`src/logic/ulm_pkg.sv`:
```
package ulm_pkg;

    // register byte offsets
    localparam logic [7:0] ULM_OFF_STATUS = 8'h00;
    localparam logic [7:0] ULM_OFF_CTRL = 8'h04;
    localparam logic [7:0] ULM_OFF_LINK = 8'h08;
    localparam logic [7:0] ULM_OFF_ROLE = 8'h0C;

    // status flag positions
    localparam int ULM_BIT_ERROR = 0;
    localparam int ULM_BIT_RESUME = 1;
    localparam int ULM_BIT_INCOMPLETE = 2;
    localparam int ULM_BIT_ACK = 3;
    localparam int ULM_BIT_NYET = 4;
    localparam int ULM_BIT_STALL = 5;
    localparam int ULM_NUM_FLAGS = 6;

    // control field positions
    localparam int ULM_CTRL_MODE_LSB = 0;
    localparam int ULM_CTRL_DEV_LPM_EN = 4;
    localparam int ULM_CTRL_REMOTE_WAKE = 5;
    localparam int ULM_CTRL_HOST_LS_LSB = 8;

    // reset values and counts
    localparam logic [2:0] ULM_MODE_RESET = 3'h0;
    localparam logic [3:0] ULM_LINK_RESET = 4'h0;
    localparam logic [1:0] ULM_MAX_ATTEMPTS = 2'h3;
    localparam logic [3:0] ULM_LS_SLEEP_ONE = 4'h1;

    // operating mode selection
    typedef enum logic [2:0] {
        ULM_ROLE_FULL_OTG = 3'h0,
        ULM_ROLE_FORCED_HOST = 3'h1,
        ULM_ROLE_FORCED_HOST_BUS_POWER_WATCH = 3'h2,
        ULM_ROLE_FORCED_DEVICE = 3'h3,
        ULM_ROLE_FORCED_DEVICE_BUS_POWER_WATCH = 3'h4
    } ulm_mode_t;

    // resolved role report
    typedef enum logic [3:0] {
        ULM_RESOLVED_NO_ROLE = 4'h0,
        ULM_RESOLVED_A_SIDE_HOST = 4'h1,
        ULM_RESOLVED_A_SIDE_DEVICE = 4'h2,
        ULM_RESOLVED_B_SIDE_HOST = 4'h3,
        ULM_RESOLVED_B_SIDE_DEVICE = 4'h4,
        ULM_RESOLVED_DUAL_HOST = 4'h5,
        ULM_RESOLVED_DUAL_DEVICE = 4'h6,
        ULM_RESOLVED_DUAL_NONE = 4'h7
    } ulm_role_t;

    // lpm transaction reply
    typedef enum logic [1:0] {
        ULM_REPLY_NONE = 2'h0,
        ULM_REPLY_ACK = 2'h1,
        ULM_REPLY_NYET = 2'h2,
        ULM_REPLY_STALL = 2'h3
    } ulm_reply_t;

    // host side lpm outcome from the protocol engine
    typedef struct packed {
        logic done;
        logic bus_error;
        logic bad_response;
        ulm_reply_t reply;
    } ulm_host_result_t;

    // device side received lpm token
    typedef struct packed {
        logic valid;
        logic [3:0] link_state;
        logic remote_wake;
    } ulm_dev_token_t;

endpackage : ulm_pkg

```
`src/logic/ulm_lpm_status.sv`:
```
`timescale 1ns/1ps
module ulm_lpm_status
    import ulm_pkg::*;
#(
    parameter bit OTG_CAPABLE = 1'b1
) (
    input wire logic hclk,
    input wire logic hresetn,
    input wire logic hsel,
    input wire logic [31:0] haddr,
    input wire logic [1:0] htrans,
    input wire logic hwrite,
    input wire logic [2:0] hsize,
    input wire logic [31:0] hwdata,
    input wire logic hready,
    output logic [31:0] hrdata,
    output logic hreadyout,
    output logic hresp,
    input wire logic is_host,
    input wire ulm_host_result_t host_result,
    output logic host_retry,
    output logic [3:0] host_link_state,
    output logic host_remote_wake,
    input wire ulm_dev_token_t dev_token,
    input wire logic tx_fifo_pending,
    output ulm_reply_t dev_reply,
    output logic lpm_suspend,
    input wire logic resume_done,
    input wire logic vbus_pin,
    input wire logic id_pin,
    input wire logic session_active,
    output logic bus_power_droop,
    output logic host_disconnect,
    output ulm_role_t resolved_role
);

    // pin synchronisers
    logic [1:0] vbus_sync_reg;
    logic [1:0] id_sync_reg;
    logic vbus_s;
    logic id_s;

    always_ff @(posedge hclk or negedge hresetn) begin
        if (!hresetn) begin
            vbus_sync_reg <= 2'h0;
            id_sync_reg <= 2'h3;
        end else begin
            vbus_sync_reg <= {vbus_sync_reg[0], vbus_pin};
            id_sync_reg <= {id_sync_reg[0], id_pin};
        end
    end
    assign vbus_s = vbus_sync_reg[1];
    assign id_s = id_sync_reg[1];

    // control state
    logic [2:0] mode_reg;
    logic dev_lpm_en_reg;
    logic host_wake_reg;
    logic [3:0] host_ls_reg;
    logic [ULM_NUM_FLAGS-1:0] flags_reg;
    logic [ULM_NUM_FLAGS-1:0] flags_set;
    logic [3:0] rx_ls_reg;
    logic rx_wake_reg;
    logic [1:0] attempt_reg;

    // ahb address phase capture
    logic dp_valid_reg;
    logic dp_write_reg;
    logic [7:0] dp_addr_reg;
    logic wr_ctrl;
    logic rd_status;
    logic addr_ok;

    // only whole aligned words inside the map are decoded
    assign addr_ok = (haddr[31:4] == 28'h0) && (haddr[1:0] == 2'h0) && (hsize == 3'h2);

    always_ff @(posedge hclk or negedge hresetn) begin
        if (!hresetn) begin
            dp_valid_reg <= 1'b0;
            dp_write_reg <= 1'b0;
            dp_addr_reg <= 8'h00;
        end else begin
            dp_valid_reg <= hsel && hready && htrans[1] && addr_ok;
            dp_write_reg <= hwrite;
            dp_addr_reg <= haddr[7:0];
        end
    end

    assign wr_ctrl = dp_valid_reg && dp_write_reg && (dp_addr_reg == ULM_OFF_CTRL);
    // status read is taken in the address phase so data and clear line up
    assign rd_status = hsel && hready && htrans[1] && !hwrite && addr_ok
        && (haddr[7:0] == ULM_OFF_STATUS);

    // control register writes
    always_ff @(posedge hclk or negedge hresetn) begin
        if (!hresetn) begin
            mode_reg <= ULM_MODE_RESET;
            dev_lpm_en_reg <= 1'b0;
            host_wake_reg <= 1'b0;
            host_ls_reg <= ULM_LS_SLEEP_ONE;
        end else if (wr_ctrl) begin
            mode_reg <= hwdata[ULM_CTRL_MODE_LSB +: 3];
            dev_lpm_en_reg <= hwdata[ULM_CTRL_DEV_LPM_EN];
            host_wake_reg <= hwdata[ULM_CTRL_REMOTE_WAKE];
            host_ls_reg <= hwdata[ULM_CTRL_HOST_LS_LSB +: 4];
        end
    end

    // device reply decision
    logic link_ok;
    ulm_reply_t reply_now;
    assign link_ok = (dev_token.link_state == ULM_LS_SLEEP_ONE);

    always_comb begin
        reply_now = ULM_REPLY_NONE;
        if (!is_host && dev_token.valid) begin
            if (!dev_lpm_en_reg) begin
                reply_now = ULM_REPLY_NYET;
            end else if (!link_ok) begin
                reply_now = ULM_REPLY_STALL;
            end else if (tx_fifo_pending) begin
                reply_now = ULM_REPLY_NYET;
            end else begin
                reply_now = ULM_REPLY_ACK;
            end
        end
    end

    logic host_fail;
    assign host_fail = is_host && host_result.done
        && (host_result.bad_response || host_result.reply == ULM_REPLY_NONE);

    // event sources into flags
    always_comb begin
        flags_set = '0;
        flags_set[ULM_BIT_RESUME] = resume_done;
        if (is_host && host_result.done) begin
            flags_set[ULM_BIT_ERROR] = host_result.bus_error;
            flags_set[ULM_BIT_INCOMPLETE] = host_fail && (attempt_reg == ULM_MAX_ATTEMPTS - 2'h1);
            if (!host_result.bad_response) begin
                flags_set[ULM_BIT_ACK] = host_result.reply == ULM_REPLY_ACK;
                flags_set[ULM_BIT_NYET] = host_result.reply == ULM_REPLY_NYET;
                flags_set[ULM_BIT_STALL] = host_result.reply == ULM_REPLY_STALL;
            end
        end
        if (reply_now != ULM_REPLY_NONE) begin
            flags_set[ULM_BIT_ERROR] = dev_lpm_en_reg && !link_ok;
            flags_set[ULM_BIT_INCOMPLETE] = dev_lpm_en_reg && link_ok && tx_fifo_pending;
            flags_set[ULM_BIT_ACK] = reply_now == ULM_REPLY_ACK;
            flags_set[ULM_BIT_NYET] = !dev_lpm_en_reg;
            flags_set[ULM_BIT_STALL] = reply_now == ULM_REPLY_STALL;
        end
    end

    // sticky flags, cleared by a status read, set wins
    genvar gi;
    generate
        for (gi = 0; gi < ULM_NUM_FLAGS; gi++) begin : g_flag
            always_ff @(posedge hclk or negedge hresetn) begin
                if (!hresetn) begin
                    flags_reg[gi] <= 1'b0;
                end else if (flags_set[gi]) begin
                    flags_reg[gi] <= 1'b1;
                end else if (rd_status) begin
                    flags_reg[gi] <= 1'b0;
                end
            end
        end
    endgenerate

    // host retry counting
    always_ff @(posedge hclk or negedge hresetn) begin
        if (!hresetn) begin
            attempt_reg <= 2'h0;
            host_retry <= 1'b0;
        end else begin
            host_retry <= 1'b0;
            if (is_host && host_result.done) begin
                if (host_fail && attempt_reg != ULM_MAX_ATTEMPTS - 2'h1) begin
                    attempt_reg <= attempt_reg + 2'h1;
                    host_retry <= 1'b1;
                end else begin
                    attempt_reg <= 2'h0;
                end
            end
        end
    end

    // device token capture, reply and suspend
    always_ff @(posedge hclk or negedge hresetn) begin
        if (!hresetn) begin
            rx_ls_reg <= ULM_LINK_RESET;
            rx_wake_reg <= 1'b0;
            dev_reply <= ULM_REPLY_NONE;
            lpm_suspend <= 1'b0;
        end else begin
            dev_reply <= reply_now;
            if (!is_host && dev_token.valid) begin
                rx_ls_reg <= dev_token.link_state;
                rx_wake_reg <= dev_token.remote_wake;
            end
            if (reply_now == ULM_REPLY_ACK) begin
                lpm_suspend <= 1'b1;
            end else if (resume_done) begin
                lpm_suspend <= 1'b0;
            end
        end
    end

    // link state and remote wake driven to the host engine
    always_ff @(posedge hclk or negedge hresetn) begin
        if (!hresetn) begin
            host_link_state <= ULM_LS_SLEEP_ONE;
            host_remote_wake <= 1'b0;
        end else begin
            host_link_state <= host_ls_reg;
            host_remote_wake <= host_wake_reg;
        end
    end

    // vbus watching by mode
    always_ff @(posedge hclk or negedge hresetn) begin
        if (!hresetn) begin
            bus_power_droop <= 1'b0;
            host_disconnect <= 1'b0;
        end else begin
            bus_power_droop <= 1'b0;
            host_disconnect <= 1'b0;
            case (mode_reg)
                ULM_ROLE_FULL_OTG: begin
                    bus_power_droop <= !id_s && !vbus_s;
                    host_disconnect <= id_s && !vbus_s;
                end
                ULM_ROLE_FORCED_HOST_BUS_POWER_WATCH: begin
                    bus_power_droop <= !vbus_s;
                end
                ULM_ROLE_FORCED_DEVICE_BUS_POWER_WATCH: begin
                    host_disconnect <= !vbus_s;
                end
                default: begin
                end
            endcase
        end
    end

    // role resolution
    ulm_role_t role_next;
    always_comb begin
        role_next = ULM_RESOLVED_NO_ROLE;
        if (OTG_CAPABLE && mode_reg == ULM_ROLE_FULL_OTG) begin
            if (!session_active) begin
                role_next = ULM_RESOLVED_NO_ROLE;
            end else if (!id_s) begin
                role_next = is_host ? ULM_RESOLVED_A_SIDE_HOST : ULM_RESOLVED_A_SIDE_DEVICE;
            end else begin
                role_next = is_host ? ULM_RESOLVED_B_SIDE_HOST : ULM_RESOLVED_B_SIDE_DEVICE;
            end
        end else begin
            case (mode_reg)
                ULM_ROLE_FORCED_HOST, ULM_ROLE_FORCED_HOST_BUS_POWER_WATCH: begin
                    role_next = ULM_RESOLVED_DUAL_HOST;
                end
                ULM_ROLE_FORCED_DEVICE, ULM_ROLE_FORCED_DEVICE_BUS_POWER_WATCH: begin
                    role_next = ULM_RESOLVED_DUAL_DEVICE;
                end
                default: begin
                    role_next = ULM_RESOLVED_DUAL_NONE;
                end
            endcase
        end
    end

    always_ff @(posedge hclk or negedge hresetn) begin
        if (!hresetn) begin
            resolved_role <= ULM_RESOLVED_NO_ROLE;
        end else begin
            resolved_role <= role_next;
        end
    end

    // read data, registered in the address phase for zero-wait answers
    always_ff @(posedge hclk or negedge hresetn) begin
        if (!hresetn) begin
            hrdata <= 32'h0;
        end else if (hsel && hready && htrans[1] && !hwrite) begin
            hrdata <= 32'h0;
            if (addr_ok) begin
                case (haddr[7:0])
                    ULM_OFF_STATUS: hrdata <= {26'h0, flags_reg};
                    ULM_OFF_CTRL: hrdata <= {20'h0, host_ls_reg, 2'h0, host_wake_reg, dev_lpm_en_reg, 1'h0, mode_reg};
                    ULM_OFF_LINK: hrdata <= {27'h0, is_host ? host_wake_reg : rx_wake_reg,
                        is_host ? host_ls_reg : rx_ls_reg};
                    ULM_OFF_ROLE: hrdata <= {28'h0, resolved_role};
                    default: hrdata <= 32'h0;
                endcase
            end
        end
    end

    // always ready, always okay
    always_ff @(posedge hclk or negedge hresetn) begin
        if (!hresetn) begin
            hreadyout <= 1'b1;
            hresp <= 1'b0;
        end else begin
            hreadyout <= 1'b1;
            hresp <= 1'b0;
        end
    end
endmodule : ulm_lpm_status

```
`config.mk`:
```
export PLATFORM = sky130hd
export DESIGN_NAME = ulm_lpm_status
export DESIGN_NICKNAME = d
export VERILOG_FILES = /design/src/logic/ulm_pkg.sv /design/src/logic/ulm_lpm_status.sv
export SDC_FILE = /design/constraint.sdc
export NUM_CORES = 1
export LEC_CHECK = 0
export BUFFER_PORTS_ARGS = -buffer_cell sky130_fd_sc_hd__buf_2
export CORE_MARGIN = 10
export CORE_UTILIZATION = 49
export DETAILED_ROUTE_END_ITERATION = 6
export GPL_TIMING_DRIVEN = 0
export PLACE_DENSITY = 0.85
export SYNTH_ARGS = -nofsm -noshare
export SYNTH_HDL_FRONTEND = slang
export SYNTH_SLANG_ARGS = --single-unit
```
`constraint.sdc`:
```
create_clock -name hclk -period 2.2 [get_ports hclk]
set_input_delay 0.22 -clock hclk [delete_from_list [all_inputs] [get_ports hclk]]
set_output_delay 0.22 -clock hclk [all_outputs]
set_load 0.05 [all_outputs]
```
==> impl_metrics.tcl <==
set metrics [dict create \
    run_status "finished clean" \
    initial_utilization_pct 50.7 \
    antenna_left 0 \
    netlist_instances 215 \
    post-route-cell-area_um2 3730 \
    critPathBufInv 0 \
    worst-slew-pin-transition_ps 725 \
    yosys_warnings 0 \
    clock_sinks 60 \
    drt_iter0_markers 90 \
    max_slew_headroom_at_the_worst_pin_pct 51.7 \
    cts_hold_buffers 6 \
    compound_gate_portion_of_the_synthesized_area_pct 8.43 \
    viasPerCell 4.82 \
    die-area_um2 9120 \
    xor_and_xnor_area_share_after_synthesis_pct 0 \
    cp_data_arrival_time_ps 2120 \
    setup_viol 0 \
    root_buffer "sky130_fd_sc_hd__clkbuf_8" \
    path_delay_family "simple AND/OR/NAND/NOR gates" \
    ys_seq_elements 60 \
    fin_setup_tns_ps 0 \
    synthesis.area_um2 2790 \
    power_leakage_nw 1.92 \
    vias 2042 \
    initial_antenna_violation_count 0 \
    clock.fmax_ghz 0.523 \
    top_level_ports 140 \
    largest_buffer_count_on_any_clock_path 2 \
    max_stage_delay_ps 600 \
    combinational_family_with_the_most_area_after_synthesis "simple AND/OR/NAND/NOR gates" \
    worst_ir_drop_vdd_v 0.000382 \
    period_minus_slack_ps 1910 \
    drc 0 \
    power-per-cell-area_nw_per_um2 720 \
    dp_hpwl_um 5360 \
    synthSimpleGateAreaFrac_pct 16.5 \
    critical-path-slowest-cell "sky130_fd_sc_hd__nand4b_1" \
    first_pass_iters 4 \
    startpoint_type "register" \
    multi_input_comb_area_um2 1110 \
    category_of_the_worst_setup_path_capture_point "register" \
    grt_pass1_wl_um 10500 \
    placeable_core_region_um2 5510 \
    groute.usage.overall_pct 15.1 \
    post_synth_num_cell_types 46 \
    worst-path-max-fanout 9 \
    fin_crit_sh_pct 87.0 \
    post_synth.cell_area_avg_um2 13.0 \
    horizontal_extent_of_the_die_um 95.5 \
    die-height_um 95.5 \
    cap_violations 0 \
    synth.mux.area_fraction_pct 10.8 \
    num-fill-cells 419 \
    final-hold-violation-count 0 \
    net_count_reported_at_finish 440 \
    worstPathCellList "nor4_1 -> nand4b_1 -> mux2_2" \
    largest_register_ffs 10 \
    cts_htree_levels 3 \
    floorplan.rows 27 \
    final-seq-area_um2 1510 \
    finalWirelength_um 6730 \
    antenna_cells 0 \
    clock_tree_from_tritoncts "done" \
    clock_pin_slew_on_the_worst_setup_and_hold_paths_ps 60 \
    hold_path.class "primary input to register" \
    gr-total-overflow 0 \
    clock-skew-final_ps 8.40 \
    syn_to_final_growth_pct 33.5 \
    place_area_um2 3410 \
    worst_ep_required_time_ps 2410 \
    routabilityCongestion 0.849 \
    via_count_of_the_first_global_routing_pass 2125 \
    layout-drive-gt1-share_pct 48.6 \
    post_cts.repair.setup_buffers 0 \
    ys_seq_area_share_pct 54.0 \
    final-max-slew-violation-count 0 \
    route.detailed.wl_per_inst_um 15.9 \
    postCtsResizedCells 0 \
    timing_worst_setup_path_type "register to register" \
    port_buffers 89 \
    grt_max_degree 61 \
    rsz0062_at_grt "false" \
    cts_buffers 9 \
    synth_adder_area_share_pct 0.896 \
    clock_latency_on_the_worst_skew_pair_ps 330 \
]
## cells in the final DEF, fill, tap and decap left out, types with 2 or more instances in the layout
cell / synthesis / final
sky130_fd_sc_hd__clkbuf_1: 2 / 2
sky130_fd_sc_hd__dfstp_2: 4 / 4
sky130_fd_sc_hd__dlygate4sd3_1: 0 / 9
sky130_fd_sc_hd__mux2_4: 3 / 3
sky130_fd_sc_hd__nor4_1: 2 / 2
sky130_fd_sc_hd__nand3_1: 2 / 2
sky130_fd_sc_hd__clkbuf_8: 0 / 13
sky130_fd_sc_hd__ha_1: 2 / 2
sky130_fd_sc_hd__mux2i_1: 3 / 3
sky130_fd_sc_hd__o21bai_1: 3 / 3
sky130_fd_sc_hd__o21ai_0: 5 / 5
sky130_fd_sc_hd__a21oi_1: 3 / 3
sky130_fd_sc_hd__buf_4: 25 / 26
sky130_fd_sc_hd__nor4_4: 7 / 7
sky130_fd_sc_hd__nor2_1: 9 / 9
sky130_fd_sc_hd__a22o_1: 10 / 10
sky130_fd_sc_hd__buf_2: 1 / 89
sky130_fd_sc_hd__nor4_2: 2 / 2
sky130_fd_sc_hd__mux2_2: 14 / 14
sky130_fd_sc_hd__inv_1: 12 / 12
sky130_fd_sc_hd__nor3_1: 3 / 3
sky130_fd_sc_hd__o21ai_1: 2 / 2
sky130_fd_sc_hd__conb_1: 2 / 25
sky130_fd_sc_hd__a31oi_1: 2 / 2
sky130_fd_sc_hd__and3_1: 4 / 4
sky130_fd_sc_hd__dfrtp_1: 56 / 56
sky130_fd_sc_hd__nand2_1: 11 / 11
sky130_fd_sc_hd__nand3b_1: 4 / 4
sky130_fd_sc_hd__mux4_2: 3 / 3
## power breakdown
part / switching (mW) / total (mW) / internal, mW
registers: 0.0324 / 1.20 / 1.17
clock network: 0.405 / 1.05 / 0.645
logic: 0.270 / 0.434 / 0.164
## metrics by stage
step | std cells | util, % | total power, mW | hold WS [ps] | worst slack [ps]
floorplan | 238 | - | 1.50 | -75.6 | 780
global placement | 399 | 62.0 | 1.63 | 325 | 334
detailed placement | 399 | 62.0 | 1.64 | 326 | 254
CTS | 421 | 67.1 | 2.71 | 0.646 | 235
global route | 424 | 67.7 | 2.82 | 13.3 | 147
finish | 424 | 67.7 | 2.68 | 30.4 | 287
## worst reg2reg max path, cell delays in order (launching register included)
cell	delay, ps
sky130_fd_sc_hd__dfrtp_1	360
sky130_fd_sc_hd__nor4_1	330
sky130_fd_sc_hd__nand4b_1	600
sky130_fd_sc_hd__mux2_2	500
## final cells by class
class                           instances  area share, %
Clock inverter                          3           1.14
Timing Repair Buffer                   98           14.4
Inverter                               12           1.21
Buffer                                 29           5.67
Tap cell                               72           2.42
Sequential cell                        60           40.4
Multi-Input combinational cell        137           29.9
Clock buffer                           13           4.80
## cell families (layout without fill, tap and decap cells)
family                     Yosys count  in the layout
DFF                                 60             60
and+or+nand+nor                     55             55
buffers and inverters               41            155
AOI/OAI and AO/OA                   32             32
muxes                               23             23
adders and majority gates            2              2
other                                2             25
## cells in the mapped netlist (all sizes together)
cell,count,area (um^2)
o22ai,1,6.26
dfstp,4,105
dfrtp,56,1400
o21ai,7,35.0
o21a,1,7.51
o21bai,3,22.5
ha,2,25.0
or3,1,6.26
a21oi,3,15.0
nand4,2,27.5
nor4,11,186
nor2b,1,6.26
mux4,3,67.6
and3,4,25.0
nor3,3,15.0
nand2,12,47.6
clkbuf,2,7.51
inv,12,45.0
nor4b,2,32.5
nand3b,4,30.0
a22o,10,87.6
conb,2,7.51
mux2,17,203
a211oi,1,7.51
a2111oi,1,8.76
nor2,9,33.8
a211o,1,8.76
buf,27,204
a31oi,2,12.5
nand2b,1,6.26
nand3,3,20.0
mux2i,3,30.0
o221ai,2,23.8
nand4b,2,23.8
## final timing paths
check,startpoint,endpoint,slack [ps],cells after the start
min in group asynchronous,hresetn,dp_addr_reg[5],500,2
hold reg to reg,vbus_sync_reg[0],vbus_sync_reg[1],350,0
setup / recovery,dp_addr_reg[5],host_wake_reg,290,3
setup reg to reg,dp_addr_reg[5],host_wake_reg,290,3
hold / removal,haddr[6],dp_addr_reg[6],30,1
max in group asynchronous,hresetn,rx_ls_reg[2],1220,2
## metal layers
layer	share of wire (%)	global-route usage [%]
met1	38	16.6
met2	48	24.5
met3	12	6.91
met4	1.9	7.25
met5	0	0
(Power assumes the default switching activity.)
